**src/sfepd_consts.vh**
```
`ifndef SFEPD_CONSTS_VH
`define SFEPD_CONSTS_VH

// opcodes
`define SFEPD_OP_LATCH_SET 8'h06
`define SFEPD_OP_SMALL_WIPE 8'h52
`define SFEPD_OP_LARGE_WIPE 8'hD8
`define SFEPD_OP_WHOLE_WIPE_A 8'h60
`define SFEPD_OP_WHOLE_WIPE_B 8'hC7
`define SFEPD_OP_SLEEP 8'hB9
`define SFEPD_OP_WAKE_ID 8'hAB
`define SFEPD_OP_MAKER_PART 8'h90
`define SFEPD_OP_IDENT 8'h9F
`define SFEPD_OP_UNIQUE 8'h4B
`define SFEPD_OP_RESET_EN 8'h66
`define SFEPD_OP_RESET 8'h99

// bit counts at which a frame may end or output may start, and the 9FH ID length
`define SFEPD_OPCODE_BITS 16'h0008
`define SFEPD_ADDR_END_BITS 16'h0020
`define SFEPD_UNIQUE_HDR_BITS 16'h0028
`define SFEPD_IDENT_BITS 16'h0018

// read-out modes
`define SFEPD_RD_NONE 3'h0
`define SFEPD_RD_DEVID 3'h1
`define SFEPD_RD_MAKER 3'h2
`define SFEPD_RD_TRIPLE 3'h3
`define SFEPD_RD_UNIQUE 3'h4

// erase kinds reported with the start pulse
`define SFEPD_KIND_SMALL 2'h1
`define SFEPD_KIND_LARGE 2'h2
`define SFEPD_KIND_WHOLE 2'h3

// clock and times
`define SFEPD_CLK_MHZ 200
`define SFEPD_CLK_KHZ 200000
`define SFEPD_SMALL_BLOCK_WIPE_TIME_MS 100
`define SFEPD_LARGE_BLOCK_WIPE_TIME_MS 200
`define SFEPD_WHOLE_WIPE_TIME_MS 10000
`define SFEPD_SLEEP_ENTRY_DELAY_NS 3000
`define SFEPD_WAKE_RECOVERY_TIME_NS 3000

`endif

```
**src/sfepd_pin_sync.v**
```verilog
`timescale 1ns/1ps
`default_nettype none

module sfepd_pin_sync #(
  parameter RESET_VAL = 1'b0
) (
  input wire clk,
  input wire rst_n,
  input wire pinIn,
  output reg level_q
);

  reg meta_q;
  reg mid_q;
  reg last_q;

  // three stages; the level moves only once stages two and three agree
  always @(posedge clk) begin
    if (!rst_n) begin
      meta_q <= RESET_VAL;
      mid_q <= RESET_VAL;
      last_q <= RESET_VAL;
      level_q <= RESET_VAL;
    end else begin
      meta_q <= pinIn;
      mid_q <= meta_q;
      last_q <= mid_q;
      if (mid_q == last_q) begin
        level_q <= last_q;
      end
    end
  end

endmodule // sfepd_pin_sync

`default_nettype wire

```
**src/sfepd_core.v**
```verilog
`timescale 1ns/1ps
`default_nettype none
`include "sfepd_consts.vh"

// Operation
// - small block erase is 52H plus three address bytes; any inner address
// - large block erase is D8H plus three address bytes; any inner address
// - block erase runs only if chip select rises right after bit 32
// - erase is self-timed; busy flag high meanwhile, write latch cleared
// - block erase inside the protected region is not executed
// - chip erase is 60H or C7H alone, select rising after bit 8
// - chip erase only with protect bits all zero/invert 0 or all one/invert 1
// - sleep command B9H enters deep power-down after a fixed delay
// - in deep power-down only wake/ID and software reset are honoured
// - sleep command during an active cycle is rejected
// - deselect gives standby; power-up and reset leave deep power-down clear
// - ABH plus three dummy bytes streams device ID repeatedly, MSB first
// - wake/ID command is ignored while busy
// - 90H plus zero address returns maker ID then device ID
// - 9FH returns maker, memory type, capacity; select rise ends it
// - 9FH is not decoded while an erase is running
// - 4BH, zero address, dummy byte, then 128-bit unique number
// - opcode, address and dummy bits sampled on serial clock rising edges

module sfepd_core #(
  parameter [31:0] SMALL_WIPE_CYC = `SFEPD_SMALL_BLOCK_WIPE_TIME_MS * `SFEPD_CLK_KHZ,
  parameter [31:0] LARGE_WIPE_CYC = `SFEPD_LARGE_BLOCK_WIPE_TIME_MS * `SFEPD_CLK_KHZ,
  parameter [31:0] WHOLE_WIPE_CYC = `SFEPD_WHOLE_WIPE_TIME_MS * `SFEPD_CLK_KHZ,
  parameter ARRAY_BITS = 23,
  parameter [7:0] MAKER_ID = 8'h5A, // arbitrary value
  parameter [7:0] DEV_ID = 8'h3C, // arbitrary value
  parameter [7:0] MEM_TYPE = 8'h41, // arbitrary value
  parameter [7:0] CAPACITY = 8'h17, // arbitrary value
  parameter [127:0] UNIQUE_ID = 128'h0123456789ABCDEF_FEDCBA9876543210 // arbitrary value
) (
  input wire clk,
  input wire rst_n,
  input wire chipSelN,
  input wire serialClk,
  input wire serialIn,
  output reg serialOut,
  output reg serialOutEn,
  input wire [4:0] protectField,
  input wire protectInvert,
  output reg opInProgress,
  output reg writeLatch,
  output reg sleeping,
  output reg wipeStart,
  output reg [1:0] wipeKind,
  output reg [23:0] wipeAddr
);

  localparam [31:0] SLEEP_ENTRY_CYC =
    (`SFEPD_SLEEP_ENTRY_DELAY_NS * `SFEPD_CLK_MHZ + 999) / 1000;
  localparam [31:0] WAKE_RECOVERY_CYC =
    (`SFEPD_WAKE_RECOVERY_TIME_NS * `SFEPD_CLK_MHZ + 999) / 1000;

  // internal states
  localparam [2:0] ST_IDLE = 3'h0;
  localparam [2:0] ST_WIPE = 3'h1;
  localparam [2:0] ST_SLEEP_ENTRY = 3'h2;
  localparam [2:0] ST_SLEEP = 3'h3;
  localparam [2:0] ST_WAKE = 3'h4;

  wire csSyncN;
  wire sclkSync;
  wire siSync;

  reg csPrev_q;
  reg sclkPrev_q;
  reg [15:0] bitCnt_q;
  reg [31:0] shift_q;
  reg [7:0] opcode_q;
  reg [2:0] rdMode_q;
  reg outActive_q;
  reg [2:0] state_q;
  reg [31:0] timer_q;
  reg rstEn_q;

  // pins from the host pass the three-stage filter
  sfepd_pin_sync #(.RESET_VAL(1'b1)) csSync (
    .clk(clk),
    .rst_n(rst_n),
    .pinIn(chipSelN),
    .level_q(csSyncN)
  );

  sfepd_pin_sync #(.RESET_VAL(1'b0)) sclkSyncInst (
    .clk(clk),
    .rst_n(rst_n),
    .pinIn(serialClk),
    .level_q(sclkSync)
  );

  sfepd_pin_sync #(.RESET_VAL(1'b0)) siSyncInst (
    .clk(clk),
    .rst_n(rst_n),
    .pinIn(serialIn),
    .level_q(siSync)
  );

  // edge detection on the filtered levels
  wire csRise = csSyncN & ~csPrev_q;
  wire sclkRise = ~csSyncN & sclkSync & ~sclkPrev_q;
  wire sclkFall = ~csSyncN & ~sclkSync & sclkPrev_q;

  // opcode as it completes on the eighth rising edge
  wire [7:0] opNow = {shift_q[6:0], siSync};
  wire [23:0] addrIn = shift_q[23:0];

  // protected region: units of 1/64 of the array at top or bottom
  function isProtected;
    input [23:0] addr;
    input [4:0] bp;
    input inv;
    reg [6:0] unit;
    reg [6:0] span;
    reg inRange;
    begin
      unit = {1'b0, addr[ARRAY_BITS-1 -: 6]};
      if (bp[2:0] == 3'h0) begin
        span = 7'h00;
      end else if (bp[2:0] == 3'h7) begin
        span = 7'h40;
      end else begin
        span = 7'h01 << (bp[2:0] - 3'h1);
      end
      if (bp[3]) begin
        inRange = unit < span;
      end else begin
        inRange = unit >= (7'h40 - span);
      end
      isProtected = inRange ^ inv;
    end
  endfunction

  // header length ahead of the first output bit
  function [15:0] hdrOf;
    input [2:0] mode;
    begin
      case (mode)
        `SFEPD_RD_TRIPLE: hdrOf = `SFEPD_OPCODE_BITS;
        `SFEPD_RD_UNIQUE: hdrOf = `SFEPD_UNIQUE_HDR_BITS;
        default: hdrOf = `SFEPD_ADDR_END_BITS;
      endcase
    end
  endfunction

  // output bit for a given index within the read-out stream
  function idBit;
    input [2:0] mode;
    input [15:0] idx;
    reg [15:0] pair;
    reg [23:0] triple;
    begin
      pair = {MAKER_ID, DEV_ID};
      triple = {MAKER_ID, MEM_TYPE, CAPACITY};
      case (mode)
        `SFEPD_RD_DEVID: idBit = DEV_ID[~idx[2:0]];
        `SFEPD_RD_MAKER: idBit = pair[~idx[3:0]];
        `SFEPD_RD_TRIPLE: begin
          if (idx < `SFEPD_IDENT_BITS) begin
            idBit = triple[5'd23 - idx[4:0]];
          end else begin
            idBit = 1'b0;
          end
        end
        `SFEPD_RD_UNIQUE: idBit = UNIQUE_ID[~idx[6:0]];
        default: idBit = 1'b0;
      endcase
    end
  endfunction

  wire [15:0] curHdr = hdrOf(rdMode_q);
  wire [15:0] outIdx = bitCnt_q - curHdr;
  wire idleNow = (state_q == ST_IDLE);
  wire frameAtOp = (bitCnt_q == `SFEPD_OPCODE_BITS);
  wire frameAtAddr = (bitCnt_q == `SFEPD_ADDR_END_BITS);
  wire chipOk = ((protectField[2:0] == 3'h0) && !protectInvert) ||
                ((protectField[2:0] == 3'h7) && protectInvert);

  // edge history and input shifting on rising serial clock
  always @(posedge clk) begin
    if (!rst_n) begin
      csPrev_q <= 1'b1;
      sclkPrev_q <= 1'b0;
      bitCnt_q <= 16'h0000;
      shift_q <= 32'h00000000;
      opcode_q <= 8'h00;
    end else begin
      csPrev_q <= csSyncN;
      sclkPrev_q <= sclkSync;
      if (csSyncN) begin
        bitCnt_q <= 16'h0000;
      end else if (sclkRise) begin
        shift_q <= {shift_q[30:0], siSync};
        bitCnt_q <= bitCnt_q + 16'h0001;
        if (bitCnt_q == 16'h0007) begin
          opcode_q <= opNow;
        end
      end
    end
  end

  // read-out selection on rising and serial output on falling serial clock
  always @(posedge clk) begin
    if (!rst_n) begin
      rdMode_q <= `SFEPD_RD_NONE;
      outActive_q <= 1'b0;
      serialOut <= 1'b0;
      serialOutEn <= 1'b0;
    end else if (csSyncN) begin
      rdMode_q <= `SFEPD_RD_NONE;
      outActive_q <= 1'b0;
      serialOut <= 1'b0;
      serialOutEn <= 1'b0;
    end else begin
      if (sclkRise && bitCnt_q == 16'h0007) begin
        case (opNow)
          `SFEPD_OP_WAKE_ID: begin
            if (idleNow || state_q == ST_SLEEP) begin
              rdMode_q <= `SFEPD_RD_DEVID;
            end
          end
          `SFEPD_OP_MAKER_PART: begin
            if (idleNow) begin
              rdMode_q <= `SFEPD_RD_MAKER;
            end
          end
          `SFEPD_OP_IDENT: begin
            if (idleNow) begin
              rdMode_q <= `SFEPD_RD_TRIPLE;
            end
          end
          `SFEPD_OP_UNIQUE: begin
            if (idleNow) begin
              rdMode_q <= `SFEPD_RD_UNIQUE;
            end
          end
          default: rdMode_q <= `SFEPD_RD_NONE;
        endcase
      end
      if (sclkFall && rdMode_q != `SFEPD_RD_NONE && (outActive_q || bitCnt_q == curHdr)) begin
        outActive_q <= 1'b1;
        serialOut <= idBit(rdMode_q, outIdx);
        serialOutEn <= 1'b1;
      end
    end
  end

  // command execution at the rise of chip select, and internal timing
  always @(posedge clk) begin
    if (!rst_n) begin
      state_q <= ST_IDLE;
      timer_q <= 32'h00000000;
      rstEn_q <= 1'b0;
      writeLatch <= 1'b0;
      opInProgress <= 1'b0;
      sleeping <= 1'b0;
      wipeStart <= 1'b0;
      wipeKind <= 2'h0;
      wipeAddr <= 24'h000000;
    end else begin
      wipeStart <= 1'b0;
      if (csRise) begin
        rstEn_q <= frameAtOp && opcode_q == `SFEPD_OP_RESET_EN;
      end
      if (csRise && frameAtOp && opcode_q == `SFEPD_OP_RESET && rstEn_q) begin
        // software reset ends any cycle and deep power-down
        state_q <= ST_IDLE;
        timer_q <= 32'h00000000;
        writeLatch <= 1'b0;
        opInProgress <= 1'b0;
        sleeping <= 1'b0;
      end else begin
        case (state_q)
          ST_IDLE: begin
            if (csRise && frameAtOp && opcode_q == `SFEPD_OP_LATCH_SET) begin
              writeLatch <= 1'b1;
            end else if (csRise && frameAtAddr && writeLatch &&
                         (opcode_q == `SFEPD_OP_SMALL_WIPE || opcode_q == `SFEPD_OP_LARGE_WIPE)) begin
              if (!isProtected(addrIn, protectField, protectInvert)) begin
                state_q <= ST_WIPE;
                opInProgress <= 1'b1;
                writeLatch <= 1'b0;
                wipeStart <= 1'b1;
                if (opcode_q == `SFEPD_OP_SMALL_WIPE) begin
                  timer_q <= SMALL_WIPE_CYC - 32'h00000001;
                  wipeKind <= `SFEPD_KIND_SMALL;
                  wipeAddr <= {addrIn[23:15], 15'h0000};
                end else begin
                  timer_q <= LARGE_WIPE_CYC - 32'h00000001;
                  wipeKind <= `SFEPD_KIND_LARGE;
                  wipeAddr <= {addrIn[23:16], 16'h0000};
                end
              end
            end else if (csRise && frameAtOp && writeLatch && chipOk &&
                         (opcode_q == `SFEPD_OP_WHOLE_WIPE_A || opcode_q == `SFEPD_OP_WHOLE_WIPE_B)) begin
              state_q <= ST_WIPE;
              opInProgress <= 1'b1;
              writeLatch <= 1'b0;
              wipeStart <= 1'b1;
              timer_q <= WHOLE_WIPE_CYC - 32'h00000001;
              wipeKind <= `SFEPD_KIND_WHOLE;
              wipeAddr <= 24'h000000;
            end else if (csRise && frameAtOp && opcode_q == `SFEPD_OP_SLEEP) begin
              state_q <= ST_SLEEP_ENTRY;
              timer_q <= SLEEP_ENTRY_CYC - 32'h00000001;
            end
          end
          ST_WIPE: begin
            // sleep and wake commands fall through here unheard
            if (timer_q == 32'h00000000) begin
              state_q <= ST_IDLE;
              opInProgress <= 1'b0;
            end else begin
              timer_q <= timer_q - 32'h00000001;
            end
          end
          ST_SLEEP_ENTRY: begin
            if (timer_q == 32'h00000000) begin
              state_q <= ST_SLEEP;
              sleeping <= 1'b1;
            end else begin
              timer_q <= timer_q - 32'h00000001;
            end
          end
          ST_SLEEP: begin
            if (csRise && bitCnt_q >= `SFEPD_OPCODE_BITS && opcode_q == `SFEPD_OP_WAKE_ID) begin
              state_q <= ST_WAKE;
              timer_q <= WAKE_RECOVERY_CYC - 32'h00000001;
            end
          end
          ST_WAKE: begin
            if (timer_q == 32'h00000000) begin
              state_q <= ST_IDLE;
              sleeping <= 1'b0;
            end else begin
              timer_q <= timer_q - 32'h00000001;
            end
          end
          default: begin
            state_q <= ST_IDLE;
            opInProgress <= 1'b0;
            sleeping <= 1'b0;
          end
        endcase
      end
    end
  end

endmodule // sfepd_core

`default_nettype wire

```
**config.mk**
```make
export PLATFORM = sky130hd
export DESIGN_NAME = sfepd_core
export DESIGN_NICKNAME = d
export VERILOG_FILES = /design/src/sfepd_pin_sync.v /design/src/sfepd_core.v
export VERILOG_INCLUDE_DIRS = /design/src
export SDC_FILE = /design/constraint.sdc
export NUM_CORES = 1
export LEC_CHECK = 0
export BUFFER_PORTS_ARGS = -buffer_cell sky130_fd_sc_hd__clkbuf_2
export CAP_MARGIN = 5
export CORE_MARGIN = 4
export CORE_UTILIZATION = 50
export DETAILED_ROUTE_END_ITERATION = 8
export PLACE_DENSITY = 0.67
export SYNTH_ARGS = -nofsm -noshare
export SYNTH_HDL_FRONTEND = slang
export SYNTH_SLANG_ARGS = --single-unit
```
**constraint.sdc**
```tcl
create_clock -name clk -period 9 [get_ports clk]
set_clock_uncertainty 0.05 [all_clocks]
set_input_delay 2.7 -clock clk [delete_from_list [all_inputs] [get_ports clk]]
set_output_delay 2.7 -clock clk [all_outputs]
set_load 0.01 [all_outputs]
```
==> impl.org, run 1 <==
** CTS
- Number of buffers inserted for hold repair after clock tree synthesis :: 0
- The number of clock buffers added by TritonCTS is 17.
- The clock reaches the later pin of the worst-skew pair after 0.42 ns.
- Setup Fix Bufs, Post-CTS :: 0
- Clock input transition at the sequential cells of the worst setup and hold paths :: 0.06 ns
- Clock tree from TritonCTS :: done
- Post-cts gate resize count :: 0
- CTS placed an instance of sky130_fd_sc_hd__clkbuf_16 at the clock tree root.
- # H-tree levels :: 4
- Maximum clock path buffer count :: 2
- The clock drives 118 sinks.

** Synthesis
- Summing every instance area after synthesis gives 6850 µm².
- FF+latch count, synth :: 118
- Warning count from the yosys run :: 0
- Synthesis handed over a netlist of 865 instances.
- Fraction of the yosys area taken by sequential cells :: 34.5%
- Number of enable flip-flop cells after synthesis :: 0
- Of all flip-flops after synthesis, the portion carrying an async set or reset was 0%.
- In this run, distinct cell masters in the synthesized netlist total 78.
- Most used flip-flop cell after synthesis :: sky130_fd_sc_hd__dfxtp_1
- Each instance of the synthesized netlist takes up on average 7.92 µm².

** Setup path
- Critical-path maximum fanout :: 25
- On the worst path, the slowest cell contributes a delay of 0.80 ns.
- Cell Chain, Critical Path :: clkbuf_2 > inv_1 > nor3_1 > inv_1 > ha_1 > and3_1 > a21oi_1 > ha_1 > a21o_1 > a21oi_1 > o21ai_0 > a211oi_2 > mux2i_1 > nand3_1 > nor2_1 > a32o_1
- Number of cells on the worst reg-to-reg path :: 10
- At the worst endpoint, the required time is 9.31 ns.
- The critical path is of the in2reg type.
- Endpoint kind of the worst setup timing path :: flop
- Critical-path top delay cell :: sky130_fd_sc_hd__nand3_1
- CP Data Arrival Time :: 7.08 ns
- Destination of the worst register-to-register timing path :: timer_q[15]$_SDFFE_PP0P_
- In this run the critical register-to-register path is launched from bitCnt_q[0]$_SDFFE_PP0P_.
- Launching element type of the critical path :: primary input
- The worst register-to-register path has a setup slack of 5.01 ns.

** Finish
- Number of fillers in the final layout :: 1222
- Register area :: 2360 µm²
- Leading cell types in the layout, fill and taps excluded :: sky130_fd_sc_hd__nand2_1, sky130_fd_sc_hd__dfxtp_1, sky130_fd_sc_hd__nor2_1
- Post-layout nets :: 902
- Area overhead of the layout relative to synthesis :: 10.3%
- Multi-input combinational cell area :: 4140 µm²
- Proportion of layout cells with a drive suffix above 1 :: 10.0%
- Commonest non-fill, non-tap cell in the layout :: sky130_fd_sc_hd__nand2_1
- Final design instance area without fill :: 7550 µm²
- Number of antenna cells inserted :: 0

** Drt
- After detailed routing, the number of remaining DRC violations is 0.
- WL final :: 16200 µm
- Number of design-rule violations left by the first detailed-router iteration :: 514
- In this run the remaining antenna-violating nets after routing total 0.
- Vias :: 6207
- DRT Pass-1 Iters :: 5
- DR WL/cell :: 15.4 µm
- Dividing the detail-routed via count by the number of cells gives 5.88.

** Global routing
- Entering global routing, the biggest net connects 64 pins.
- The first global-routing pass estimated 26800 µm of wire.
- Antenna violations before repair :: 0
- Vias in the first global route :: 5636
- Across every metal layer, demand over resource in global routing totals 20.5%.
- Total congestion overflow after global routing :: 0

** Min path
- Counting instances, the worst hold path has a depth of 1.
- Hold Crit Endpoint :: csSync.mid_q$_SDFF_PN1_
- Hold Path Origin :: csSync.meta_q$_SDFF_PN1_
- Type of the most critical hold path :: reg2reg

** Pwr
- In this run the static leakage power is 2.82 nW.
- Internal power :: 0.981 mW
- NetSw :: 0.280 mW
- In this run the power density over the cells is 167 nW/µm².
- Part of the power in registers :: 41.6%
- The share of total power dissipated in the clock network is 55.7%.
- Worst ir drop on vdd :: 131 µV
- Switching power as a share of total power :: 22.2%
- Per report_power, the combinational group accounts for 2.6% of the total.

** Status
- Result of the run :: finished clean

** Floorplanning
- The die covers 15600 µm².
- In this run the count of I/O pins placed on the die edge is 43.
- For this configuration, the core starts out at a cell density of 51.3%.
- CORE AREA :: 13300 µm²
- After floorplanning, the core was divided into 42 placement rows.
- Horizontal die dimension :: 125 µm
- The floorplan step set the die height to 125 µm.

** STA
- Final hold violations :: 0
- Measured slew at the worst slew-check pin :: 1.29 ns
- Setup total negative slack on the finished layout was measured at 0 ns.
- Max-slew violation count :: 0
- Finish-stage setup viols :: 0
- Setup repair after global routing left no endpoint under its margin.
- Min Clock Period, post-route :: 6.77 ns
- Fmax :: 148 MHz
- Max transition margin :: 13.3%
- Dividing the final minimum period by the clock period gives 75.2%.

** Place
- At the end of routability-driven placement, the weighted congestion stood at 0.898.
- Placed Area :: 6940 µm²
- Detailed placer's ending HPWL :: 10900 µm
- During placement, the flow inserted port buffers numbering 26.

** Flow run
- Maximum capacitance violations :: 0
cells in the mapped netlist, types with 4 or more instances:
cell	count	share of area (%)
sky130_fd_sc_hd__nand2_1	143	7.8
sky130_fd_sc_hd__dfxtp_1	118	35
sky130_fd_sc_hd__nor2_1	78	4.3
sky130_fd_sc_hd__o21ai_0	56	4.1
sky130_fd_sc_hd__a21oi_1	37	2.7
sky130_fd_sc_hd__clkbuf_1	34	1.9
sky130_fd_sc_hd__nor3_1	33	2.4
sky130_fd_sc_hd__mux2i_1	29	4.2
sky130_fd_sc_hd__a21boi_0	27	3.0
sky130_fd_sc_hd__ha_1	25	4.6
sky130_fd_sc_hd__nand3_1	22	1.6
sky130_fd_sc_hd__buf_4	17	1.9
sky130_fd_sc_hd__nor2b_1	17	1.6
sky130_fd_sc_hd__and2_1	16	1.5
sky130_fd_sc_hd__inv_1	16	0.88
sky130_fd_sc_hd__nand2b_1	15	1.4
sky130_fd_sc_hd__nor4_1	14	1.3
sky130_fd_sc_hd__xor2_1	13	1.7
sky130_fd_sc_hd__a31oi_1	11	1.0
sky130_fd_sc_hd__and3_1	11	1.0
sky130_fd_sc_hd__xnor2_1	10	1.3
sky130_fd_sc_hd__a32o_1	7	1.0
sky130_fd_sc_hd__buf_2	7	0.51
sky130_fd_sc_hd__or3_1	7	0.64
sky130_fd_sc_hd__nand4_1	5	0.46
sky130_fd_sc_hd__o211ai_1	5	0.55
sky130_fd_sc_hd__o31ai_1	5	0.55
sky130_fd_sc_hd__a211oi_1	4	0.44
sky130_fd_sc_hd__nand3b_1	4	0.44
sky130_fd_sc_hd__nand4b_1	4	0.51
cell families after synthesis:
group,Yosys count,share of synthesized area [%]
other,1,0.0548
xor gates and xnor gates,23,2.94
and+or+nand+nor,398,28.9
muxes,30,4.40
AOI/OAI and AO/OA,192,18.7
adders and majority gates,25,4.57
DFF,118,34.5
buffers and inverters,78,5.90
state kept, by name, summed over array words and instances (netlist names), 2 cells and up:
| register | cells |
|---|---|
| timer_q | 32 |
| shift_q | 24 |
| bitCnt_q | 16 |
| wipeAddr | 9 |
| opcode_q | 8 |
| rdMode_q | 3 |
| state_q | 3 |
| wipeKind | 2 |
worst max path at each step:
stage | startpoint | to | slack, ns | depth (start not counted)
final | protectField[0] | timer_q[15]$_SDFFE_PP0P_ | 2.23 | 16
after global routing | protectField[0] | timer_q[7]$_SDFFE_PP0P_ | 1.87 | 16
after CTS | protectField[0] | timer_q[15]$_SDFFE_PP0P_ | 2.31 | 16
after detailed placement | protectField[0] | timer_q[15]$_SDFFE_PP0P_ | 1.93 | 16
after global placement | protectField[0] | timer_q[15]$_SDFFE_PP0P_ | 2.05 | 16
after floorplan | protectField[1] | timer_q[11]$_SDFFE_PP0P_ | 3.32 | 17
power groups by stage:
stage	Combinational, mW	Clock (mW)	Sequential, mW
5_1_grt	0.0365	0.741	0.525
3_5_place_dp	0.0323	0	0.536
2_1_floorplan	0.0297	0	0.536
4_1_cts	0.0325	0.711	0.525
3_3_place_gp	0.0312	0	0.536
6_report	0.0329	0.703	0.525
metal layers:
| metal | vias to the layer above | part of all wire (%) | track usage, % |
|---|---|---|---|
| met1 | 2947 | 46 | 26.4 |
| met3 | 31 | 5.1 | 5.29 |
| li1 | 3042 | - | - |
| met5 | - | 0 | 0 |
| met4 | 0 | 2.0 | 8.74 |
| met2 | 187 | 47 | 32.7 |
critical path, delay by kind of cell:
kind	cells	cell delay, ns
AOI/OAI and AO/OA	6	1.16
adders and majority gates	2	0.53
buffers and inverters	3	0.35
muxes	1	0.36
and+or+nand+nor	4	1.97
area by class of cell:
type                       count  area share (%)
multi-input combinational    683            54.8
clock inverter                13            2.27
timing repair buffer          30            2.12
inverter                      16           0.795
sequential                   118            31.3
clock buffer                  19            5.86
tap                          176            2.92
metrics by stage:
step	power, mW	hold slack, ns	utilization (%)	worst slack (ns)	instances
2_1_floorplan	0.566	0.336	-	3.32	879
3_3_place_gp	0.567	0.353	52.0	2.05	1023
3_5_place_dp	0.569	0.354	52.0	1.93	1023
4_1_cts	1.27	0.373	56.6	2.31	1055
5_1_grt	1.30	0.379	56.6	1.87	1055
6_report	1.26	0.364	56.6	2.23	1055
Power figures use the tool's default switching activity.
==> inputs of run 2 (changes only) <==
--- a/config.mk
+++ b/config.mk
@@ -6,12 +6,13 @@
 export SDC_FILE = /design/constraint.sdc
 export NUM_CORES = 1
 export LEC_CHECK = 0
+export ABC_AREA = 1
 export BUFFER_PORTS_ARGS = -buffer_cell sky130_fd_sc_hd__clkbuf_2
 export CAP_MARGIN = 5
 export CORE_MARGIN = 4
 export CORE_UTILIZATION = 50
 export DETAILED_ROUTE_END_ITERATION = 8
-export PLACE_DENSITY = 0.67
+export PLACE_DENSITY = 0.66
 export SYNTH_ARGS = -nofsm -noshare
 export SYNTH_HDL_FRONTEND = slang
 export SYNTH_SLANG_ARGS = --single-unit
==> constraint.sdc (replaced) <==
create_clock -name clk -period 7 [get_ports clk]
set_clock_uncertainty 0.05 [all_clocks]
set_input_delay 2.1 -clock clk [delete_from_list [all_inputs] [get_ports clk]]
set_output_delay 2.1 -clock clk [all_outputs]
set_load 0.01 [all_outputs]
==> run 2 against run 1 <==
  * Sequential power up 29%
  * Non-clock buffer count up 4
  * Flip-flop and latch count unchanged
  * Register-to-register slack worse by 1.4 ns
  * Critical path depth up 2
  * Area after synthesis up 7.7%
  * Hold slack worse by 0.0011 ns
  * Via count up 17%
  * Combinational power up 35%
  * Die area up 7.2%
  * Critical path type unchanged
  * Critical endpoint unchanged
==> impl.org, run 2 <==
** Status
- Result of the run :: finished clean (unchanged)

** Global routing
- The pin count of the biggest net entering global routing was 38 (was 64).
- Combined global-route utilization of all metal layers :: 22.7% (was 20.5%)
- The initial antenna violation count is 0 (unchanged).
- The overall overflow remaining after global route came to 0 (unchanged).
- The number of global-route vias before repair came to 6448 (was 5636).
- The first-pass GRT wire length is 31100 µm (was 26800 µm).

** Synthesis
- Top post-synthesis cells by count :: sky130_fd_sc_hd__nand2_1, sky130_fd_sc_hd__nor2_1, sky130_fd_sc_hd__inv_1 (was sky130_fd_sc_hd__nand2_1, sky130_fd_sc_hd__dfxtp_1, sky130_fd_sc_hd__nor2_1)
- Cell type with the largest total area after synthesis :: sky130_fd_sc_hd__dfxtp_1 (unchanged)
- Warning count from the yosys run :: 0 (unchanged)
- Top post-synthesis cells by area: sky130_fd_sc_hd__dfxtp_1, sky130_fd_sc_hd__nand2_1, sky130_fd_sc_hd__nor2_1 (was sky130_fd_sc_hd__dfxtp_1, sky130_fd_sc_hd__nand2_1, sky130_fd_sc_hd__ha_1).
- The area of the mapped netlist was 7370 µm² (was 6850 µm²).
- The count of different cell masters after synthesis was 40 (was 78).
- Fraction of the yosys area taken by sequential cells :: 32.0% (was 34.5%)
- The post-synthesis sequential element count is 118 (unchanged).
- The top cell type's share of synthesized area came to 32.0% (was 34.5%).
- The instance count of the mapped netlist is 1171 (was 865).
- The most common cell in the synthesized netlist is sky130_fd_sc_hd__nand2_1 (unchanged).
- Number of enable flip-flop cells after synthesis :: 0 (unchanged)
- Most used flip-flop cell after synthesis :: sky130_fd_sc_hd__dfxtp_1 (unchanged)
- The fraction of registers with async set/reset was 0% (unchanged).
- Mean cell area of the mapped netlist :: 6.30 µm² (was 7.92 µm²)

** CTS
- Buffer type at the clock tree root :: sky130_fd_sc_hd__clkbuf_16 (unchanged)
- The CTS clock-pin slew for the worst setup and hold paths is 0.06 ns (about the same).
- Number of buffers inserted for hold repair after clock tree synthesis :: 0 (unchanged)
- The total number of clock tree sinks was 118 (unchanged).
- The CTS tree is done (unchanged).
- The number of levels in the clock H-tree was 4 (unchanged).
- The clock tree buffer depth came to 2 (unchanged).
- Number of CTS-inserted buffers :: 17 (unchanged)
- Post-cts gate resize count :: 0 (unchanged)
- Worst-skew pair later-pin latency :: 0.42 ns (about the same)
- The count of buffers added by post-CTS timing repair for setup is 0 (unchanged).

** STA
- Timing would allow up to 186 MHz.
- After layout, the worst path uses 76.9% of the clock period.
- Max transition margin :: 36.1% (was 13.3%)
- The max-slew violation count was 0 (unchanged).
- Finish-stage setup viols :: 0 (unchanged)
- Measured slew at the worst slew-check pin :: 0.956 ns (was 1.29 ns)
- Min Clock Period, post-route :: 5.38 ns
- Setup repair after global routing missed its margin :: false (unchanged)
- Final hold violations :: 0 (unchanged)
- Hold slack final :: 0.362 ns (was 0.364 ns)
- Setup TNS Final :: 0 ns (unchanged)

** Floorplanning
- Initial standard-cell utilization of the core :: 50.9% (was 51.3%)
- Vertical die dimension :: 129 µm (was 125 µm)
- The number of standard-cell rows in the floorplan is 44 (was 42).
- The I/O pin count is 43 (unchanged).
- The die area came to 16800 µm² (was 15600 µm²).
- Horizontal die dimension :: 129 µm (was 125 µm)
- CORE AREA :: 14500 µm² (was 13300 µm²)

** Min path
- The cell count of the worst hold path was 2 (was 1).
- The class of the tightest hold or removal check was reg2reg (unchanged).
- The worst min-delay path startpoint is sclkSyncInst.meta_q$_SDFF_PN0_ (was csSync.meta_q$_SDFF_PN1_).

** Drt
- DR vias/cell :: 5.25 (was 5.88)
- Residual antenna-violating net count after detailed routing :: 0 (unchanged)
- The count of routing violations after the opening detailed-route iteration came to 564 (was 514).
- WL final :: 18300 µm (was 16200 µm)
- DRT Pass-1 Iters :: 5 (unchanged)
- The wire length per cell after detailed routing came to 13.2 µm (was 15.4 µm).
- The count of unresolved DRC violations after routing is 0 (unchanged).
- The via total after detailed routing is 7276 (was 6207).

** Place
- The total cell area at the placement stage came to 7580 µm² (was 6940 µm²).
- Detailed placer's ending HPWL :: 13100 µm (was 10900 µm)
- Quantity of I/O buffers inserted on ports :: 26 (unchanged)
- The final RePlAce weighted congestion was 0.938 (was 0.898).

** Pwr
- The leakage component of the power came to 3.77 nW (was 2.82 nW).
- Worst ir drop on vdd :: 182 µV (was 131 µV)
- The power per cell area was 191 nW/µm² (was 167 nW/µm²).

** Finish
- The fraction of final layout cells sized beyond drive strength 1 is 7.57% (was 10.0%).
- Largest registers :: timer_q (32), shift_q (24), bitCnt_q (16) (unchanged)
- The net count of the finished layout was 1225 (was 902).
- The growth of design area from synthesis to finish came to 10.6% (was 10.3%).
- Leading cell types in the layout, fill and taps excluded: sky130_fd_sc_hd__nand2_1, sky130_fd_sc_hd__nor2_1, sky130_fd_sc_hd__inv_1 (was sky130_fd_sc_hd__nand2_1, sky130_fd_sc_hd__dfxtp_1, sky130_fd_sc_hd__nor2_1).
- Number of antenna cells inserted :: 0 (unchanged)
- Final design instance area without fill :: 8150 µm² (was 7550 µm²)
- The number of flip-flops under the largest register name is 32 (unchanged).
- Commonest non-fill, non-tap cell in the layout :: sky130_fd_sc_hd__nand2_1 (unchanged)
- Largest register by flop count :: timer_q (unchanged)

** Setup path
- The source of the worst register-to-register timing path is bitCnt_q[0]$_SDFFE_PP0P_ (unchanged).
- The maximum cell stage delay along the critical path is 0.78 ns (was 0.80 ns).
- Start point of the critical path :: protectField[0] (unchanged)
- The kind of critical path is in2reg (unchanged).
- Cell Chain, Critical Path :: clkbuf_2 > inv_1 > nor2_1 > nand2_1 > ha_1 > inv_1 > xor2_1 > ha_1 > nand2_1 > nor2_1 > nand4_1 > nand4_1 > nand3_1 > nand3_1 > nand3_4 > nand2_1 > inv_2 > nor2_1 (was clkbuf_2 > inv_1 > nor3_1 > inv_1 > ha_1 > and3_1 > a21oi_1 > ha_1 > a21o_1 > a21oi_1 > o21ai_0 > a211oi_2 > mux2i_1 > nand3_1 > nor2_1 > a32o_1)
- The worst endpoint required time was 7.31 ns (was 9.31 ns).
- CP Data Arrival Time :: 5.69 ns (was 7.08 ns)
- The launching element type of the critical path is a primary input (unchanged).
- The capturing element type of the critical path was a flop (unchanged).
- The cell type of the slowest stage on the worst timing path is sky130_fd_sc_hd__nand3_1 (unchanged).
- Critical-path maximum fanout :: 37 (was 25)
- Number of cells on the worst reg-to-reg path :: 16 (was 10)

** Flow run
- Maximum capacitance violations :: 0 (unchanged)
run 2: cell types whose count changed in the layout (fill, tap and decap cells not counted), moves of 15 or more:
cell,before,now
sky130_fd_sc_hd__and2_1,16,0
sky130_fd_sc_hd__nor2_1,78,184
sky130_fd_sc_hd__mux2i_1,29,0
sky130_fd_sc_hd__nor2b_1,16,1
sky130_fd_sc_hd__nand2_1,143,260
sky130_fd_sc_hd__a21boi_0,27,0
sky130_fd_sc_hd__a21oi_1,37,91
sky130_fd_sc_hd__nand3_1,22,72
sky130_fd_sc_hd__inv_1,16,144
sky130_fd_sc_hd__nand2b_1,15,0
sky130_fd_sc_hd__nand4_1,5,62
run 2: layer usage:
layer	routed length, µm	track usage, %
met5	0	0
met4	328	7.89
met3	877	4.12
met2	8070	35.0
met1	9060	32.0
run 2: layout make-up:
type,count,area [µm²]
clock inverter,13,126
tap,184,230
inverter,152,571
sequential,118,2360
clock buffer,19,443
timing repair buffer,34,190
fill,1420,6330
multi-input combinational,866,4230
run 2: stage by stage:
stage	setup slack, ns	power [mW]	util (%)	instances
final	1.62	1.56	56.3	1386
after global routing	1.22	1.60	56.3	1386
after CTS	1.65	1.57	56.3	1386
after detailed placement	1.18	0.733	52.4	1354
after global placement	1.25	0.733	52.4	1354
after floorplan	2.49	0.728	-	1185
run 2: worst max-delay path: cells and delay by family:
kind | cells | cell delay [ns]
buffers and inverters | 4 | 0.41
AND/OR/NAND/NOR | 11 | 2.54
XOR/XNOR | 1 | 0.09
adder cells (fa/ha/maj) | 2 | 0.55
run 2: logic make-up (layout without fill, tap and decap cells):
family	count (synthesis)	count (layout)	synth area share (%)
compound gates	173	173	12.5
fa+ha+maj	25	25	4.24
xor+xnor	16	16	1.90
other cells	1	15	0.0509
simple gates	637	637	37.9
buf+inv	201	218	11.4
flops	118	118	32.0
run 2: worst paths after layout:
check / end / slack [ns]
worst max-delay path: timer_q[15]$_SDFFE_PP0P_ / 1.62
worst min-delay path: sclkSyncInst.mid_q$_SDFF_PN0_ / 0.36
worst max register to register: timer_q[15]$_SDFFE_PP0P_ / 3.58
worst min register to register: sclkSyncInst.mid_q$_SDFF_PN0_ / 0.36
run 2: power by group:
part	switching (mW)	internal, mW	total (mW)
combinational	0.0315	0.0129	0.0444
clock	0.337	0.500	0.837
sequential	0.000830	0.674	0.675
==> inputs of run 3 (changes only) <==
--- a/config.mk
+++ b/config.mk
@@ -6,13 +6,13 @@
 export SDC_FILE = /design/constraint.sdc
 export NUM_CORES = 1
 export LEC_CHECK = 0
-export ABC_AREA = 1
+export ABC_AREA = 0
 export BUFFER_PORTS_ARGS = -buffer_cell sky130_fd_sc_hd__clkbuf_2
 export CAP_MARGIN = 5
 export CORE_MARGIN = 4
 export CORE_UTILIZATION = 50
 export DETAILED_ROUTE_END_ITERATION = 8
-export PLACE_DENSITY = 0.66
+export PLACE_DENSITY = 0.67
 export SYNTH_ARGS = -nofsm -noshare
 export SYNTH_HDL_FRONTEND = slang
 export SYNTH_SLANG_ARGS = --single-unit
==> constraint.sdc (replaced) <==
create_clock -name clk -period 5.15 [get_ports clk]
set_clock_uncertainty 0.05 [all_clocks]
set_input_delay 1.545 -clock clk [delete_from_list [all_inputs] [get_ports clk]]
set_output_delay 1.545 -clock clk [all_outputs]
set_load 0.01 [all_outputs]
==> run 3 against run 2 <==
  * Hold slack lost 0.0021 ns
  * Clock-buffer cell count is the same
  * Critical endpoint unchanged
  * Sequential share of layout area grew 2.1 points
  * Die area shrank 6.7%
  * Critical path type unchanged
==> impl.org, run 3 (synthesis results as in run 1) <==
** STA
- The worst path uses 92.1% of the clock period.
- The slew at the pin closest to its max-slew limit came to 1.18 ns (was 0.956 ns).
- Fmax :: 211 MHz
- Max transition margin :: 21.4% (was 36.1%)
- Final hold violations :: 0 (unchanged)
- The max-slew violation count was 0 (unchanged).
- Min Clock Period, post-route :: 4.74 ns
- Setup TNS Final :: 0 ns (unchanged)
- Finish-stage setup viols :: 0 (unchanged)
- Setup repair after global routing missed its margin :: false (unchanged)

** Setup path
- Critical path start-end classification :: in2reg (unchanged)
- The arrival time reported for the critical path endpoint is 5.05 ns (was 5.69 ns).
- The category of cells accounting for the largest share of critical-path delay is compound AO/OA/AOI/OAI gates (was simple AND/OR/NAND/NOR gates).
- Critical-path maximum fanout :: 25 (was 37)
- The worst endpoint required time was 5.46 ns (was 7.31 ns).
- Delay of the slowest critical-path stage :: 0.43 ns (was 0.78 ns)
- Critical-path top delay cell :: sky130_fd_sc_hd__nor2_1 (was sky130_fd_sc_hd__nand3_1)
- Cell Chain, Critical Path: clkbuf_2 > inv_1 > nor3_1 > inv_1 > ha_1 > and3_1 > a21oi_1 > ha_1 > a21o_1 > a21oi_1 > o21ai_0 > a211oi_2 > mux2i_1 > nand3_1 > buf_4 > nor2_1 > a32o_1 (was clkbuf_2 > inv_1 > nor2_1 > nand2_1 > ha_1 > inv_1 > xor2_1 > ha_1 > nand2_1 > nor2_1 > nand4_1 > nand4_1 > nand3_1 > nand3_1 > nand3_4 > nand2_1 > inv_2 > nor2_1).
- Count of buffering cells on the critical path with inverters included :: 4 (unchanged)
- Endpoint kind of the worst setup timing path :: flop (unchanged)
- The reg2reg setup slack was 1.83 ns (was 3.58 ns).
- The launching element type of the critical path is a primary input (unchanged).

** CTS
- Clock tree from TritonCTS :: done (unchanged)
- The total number of clock tree sinks was 118 (unchanged).
- The clock tree buffer depth was 2 (unchanged).
- The CTS clock-pin slew for the worst setup and hold paths is 0.05 ns (was 0.06 ns).
- Post-cts gate resize count :: 0 (unchanged)
- # H-tree levels :: 4 (unchanged)
- Buffer type at the clock tree root :: sky130_fd_sc_hd__clkbuf_16 (unchanged)
- The count of buffers added by post-CTS timing repair for setup came to 0 (unchanged).
- Number of CTS-inserted buffers :: 17 (unchanged)
- The number of hold buffers added after CTS was 0 (unchanged).
- Worst-skew pair later-pin latency :: 0.42 ns (about the same)

** Drt
- The count of antenna-violating nets left after detailed routing was 0 (unchanged).
- Vias :: 6254 (was 7276)
- DR WL/cell :: 15.5 µm (was 13.2 µm)
- The first-pass iteration count of the detailed router came to 5 (unchanged).
- DR vias/cell :: 5.89 (was 5.25)
- Number of design-rule violations left by the first detailed-router iteration :: 468 (was 564)
- WL final :: 16400 µm (was 18300 µm)
- Post-detailed-route DRC marker count :: 0 (unchanged)

** Global routing
- The number of global-route vias before repair came to 5855 (was 6448).
- The pin count of the biggest net entering global routing came to 44 (was 38).
- The initial antenna violation count is 0 (unchanged).
- Global-route wire length before repair :: 27300 µm (was 31100 µm)
- Total congestion overflow after global routing :: 0 (unchanged)
- The overall routing resource usage is 20.7% (was 22.7%).

** Finish
- The net count of the finished layout came to 908 (was 1225).
- Number of antenna cells inserted :: 0 (unchanged)
- Commonest non-fill, non-tap cell in the layout :: sky130_fd_sc_hd__nand2_1 (unchanged)
- Leading cell types in the layout, fill and taps excluded :: sky130_fd_sc_hd__nand2_1, sky130_fd_sc_hd__dfxtp_1, sky130_fd_sc_hd__nor2_1 (was sky130_fd_sc_hd__nand2_1, sky130_fd_sc_hd__nor2_1, sky130_fd_sc_hd__inv_1)
- The growth of design area from synthesis to finish was 10.9% (was 10.6%).
- Largest register by flop count :: timer_q (unchanged)
- The fraction of final layout cells sized beyond drive strength 1 was 10.6% (was 7.57%).
- Multi-input combinational cell area :: 4140 µm² (was 4230 µm²)
- Largest registers :: timer_q (32), shift_q (24), bitCnt_q (16) (unchanged)
- The sequential standard cell area is 2360 µm² (unchanged).
- Max reg flops :: 32 (unchanged)
- Number of fillers in the final layout :: 1199 (was 1420)

** Place
- Quantity of I/O buffers inserted on ports :: 26 (unchanged)
- The placed wire-length estimate after detailed placement is 11300 µm (was 13100 µm).
- The final RePlAce weighted congestion is 0.886 (was 0.938).

** Pwr
- Worst ir drop on vdd :: 223 µV (was 182 µV)
- Total design power :: 2.18 mW (was 1.56 mW)
- LEAKAGE :: 2.85 nW (was 3.77 nW)
- The power per cell area came to 287 nW/µm² (was 191 nW/µm²).

** Floorplanning
- The overall die width came to 125 µm (was 129 µm).
- CORE AREA :: 13300 µm² (was 14500 µm²)
- The vertical extent of the die is 125 µm (was 129 µm).
- Initial standard-cell utilization of the core :: 51.3% (was 50.9%)
- Count of pins on the block boundary :: 43 (unchanged)
- Floorplan row count :: 42 (was 44)
- The die area came to 15600 µm² (was 16800 µm²).

** Flow run
- The number of violations of the max-capacitance limit came to 0 (unchanged).

** Min path
- The class of the tightest hold or removal check was reg2reg (unchanged).

** Status
- Result of the run: finished clean (unchanged).
[run 3: cell types whose count changed in the layout (fill, tap and decap cells not counted), moves of 16 or more]
cell,change
sky130_fd_sc_hd__a21oi_1,-54
sky130_fd_sc_hd__inv_1,-128
sky130_fd_sc_hd__nor2_1,-106
sky130_fd_sc_hd__nand2_1,-117
sky130_fd_sc_hd__nand3_1,-50
sky130_fd_sc_hd__nand4_1,-57
sky130_fd_sc_hd__and2_1,+16
sky130_fd_sc_hd__a21boi_0,+27
sky130_fd_sc_hd__mux2i_1,+29
[run 3: worst reg2reg max path: cells and delay by family, from the launching register on]
kind | cells | cell delay [ns]
and+or+nand+nor | 5 | 1.44
AOI/OAI and AO/OA | 3 | 0.74
DFF | 1 | 0.41
buffers and inverters | 2 | 0.38
adders and majority gates | 1 | 0.24
[run 3: final timing paths]
check                           start                        to  depth (start not counted)
max                   protectField[0]  timer_q[15]$_SDFFE_PP0P_                         17
min reg2reg  csSync.meta_q$_SDFF_PN1_   csSync.mid_q$_SDFF_PN1_                          1
min          csSync.meta_q$_SDFF_PN1_   csSync.mid_q$_SDFF_PN1_                          1
max reg2reg  bitCnt_q[0]$_SDFFE_PP0P_  timer_q[15]$_SDFFE_PP0P_                         11
[run 3: layout make-up]
cell class	count	share of cell area [%]
clock buffer	19	5.83
clock inverter	13	2.04
inverter	16	0.791
multi-input combinational	683	54.5
sequential	118	31.1
tap	176	2.90
timing repair buffer	36	2.87
[run 3: through the flow]
step	worst slack (ns)	utilization [%]	instances	area, µm²	hold slack [ns]
floorplan	0.621	-	879	6900	0.336
global placement	0.155	52.4	1029	7000	0.352
detailed placement	0.0604	52.4	1029	7000	0.350
CTS	0.411	56.9	1061	7590	0.368
global route	0.101	56.9	1061	7590	0.406
finish	0.406	56.9	1061	7590	0.360
[run 3: routing by layer]
layer,track usage (%),up-vias,part of all wire [%]
li1,-,3070,-
met1,26.1,2951,45
met2,34.1,193,47
met3,5.12,40,5.8
met4,8.42,0,2.4
met5,0,-,0
[run 3: report_power, final]
group          internal (mW)  switching (mW)  leakage [nW]
Clock                  0.769           0.435         0.289
Combinational         0.0211          0.0379          1.61
Sequential             0.916         0.00113         0.952
Total                   1.71           0.474          2.85
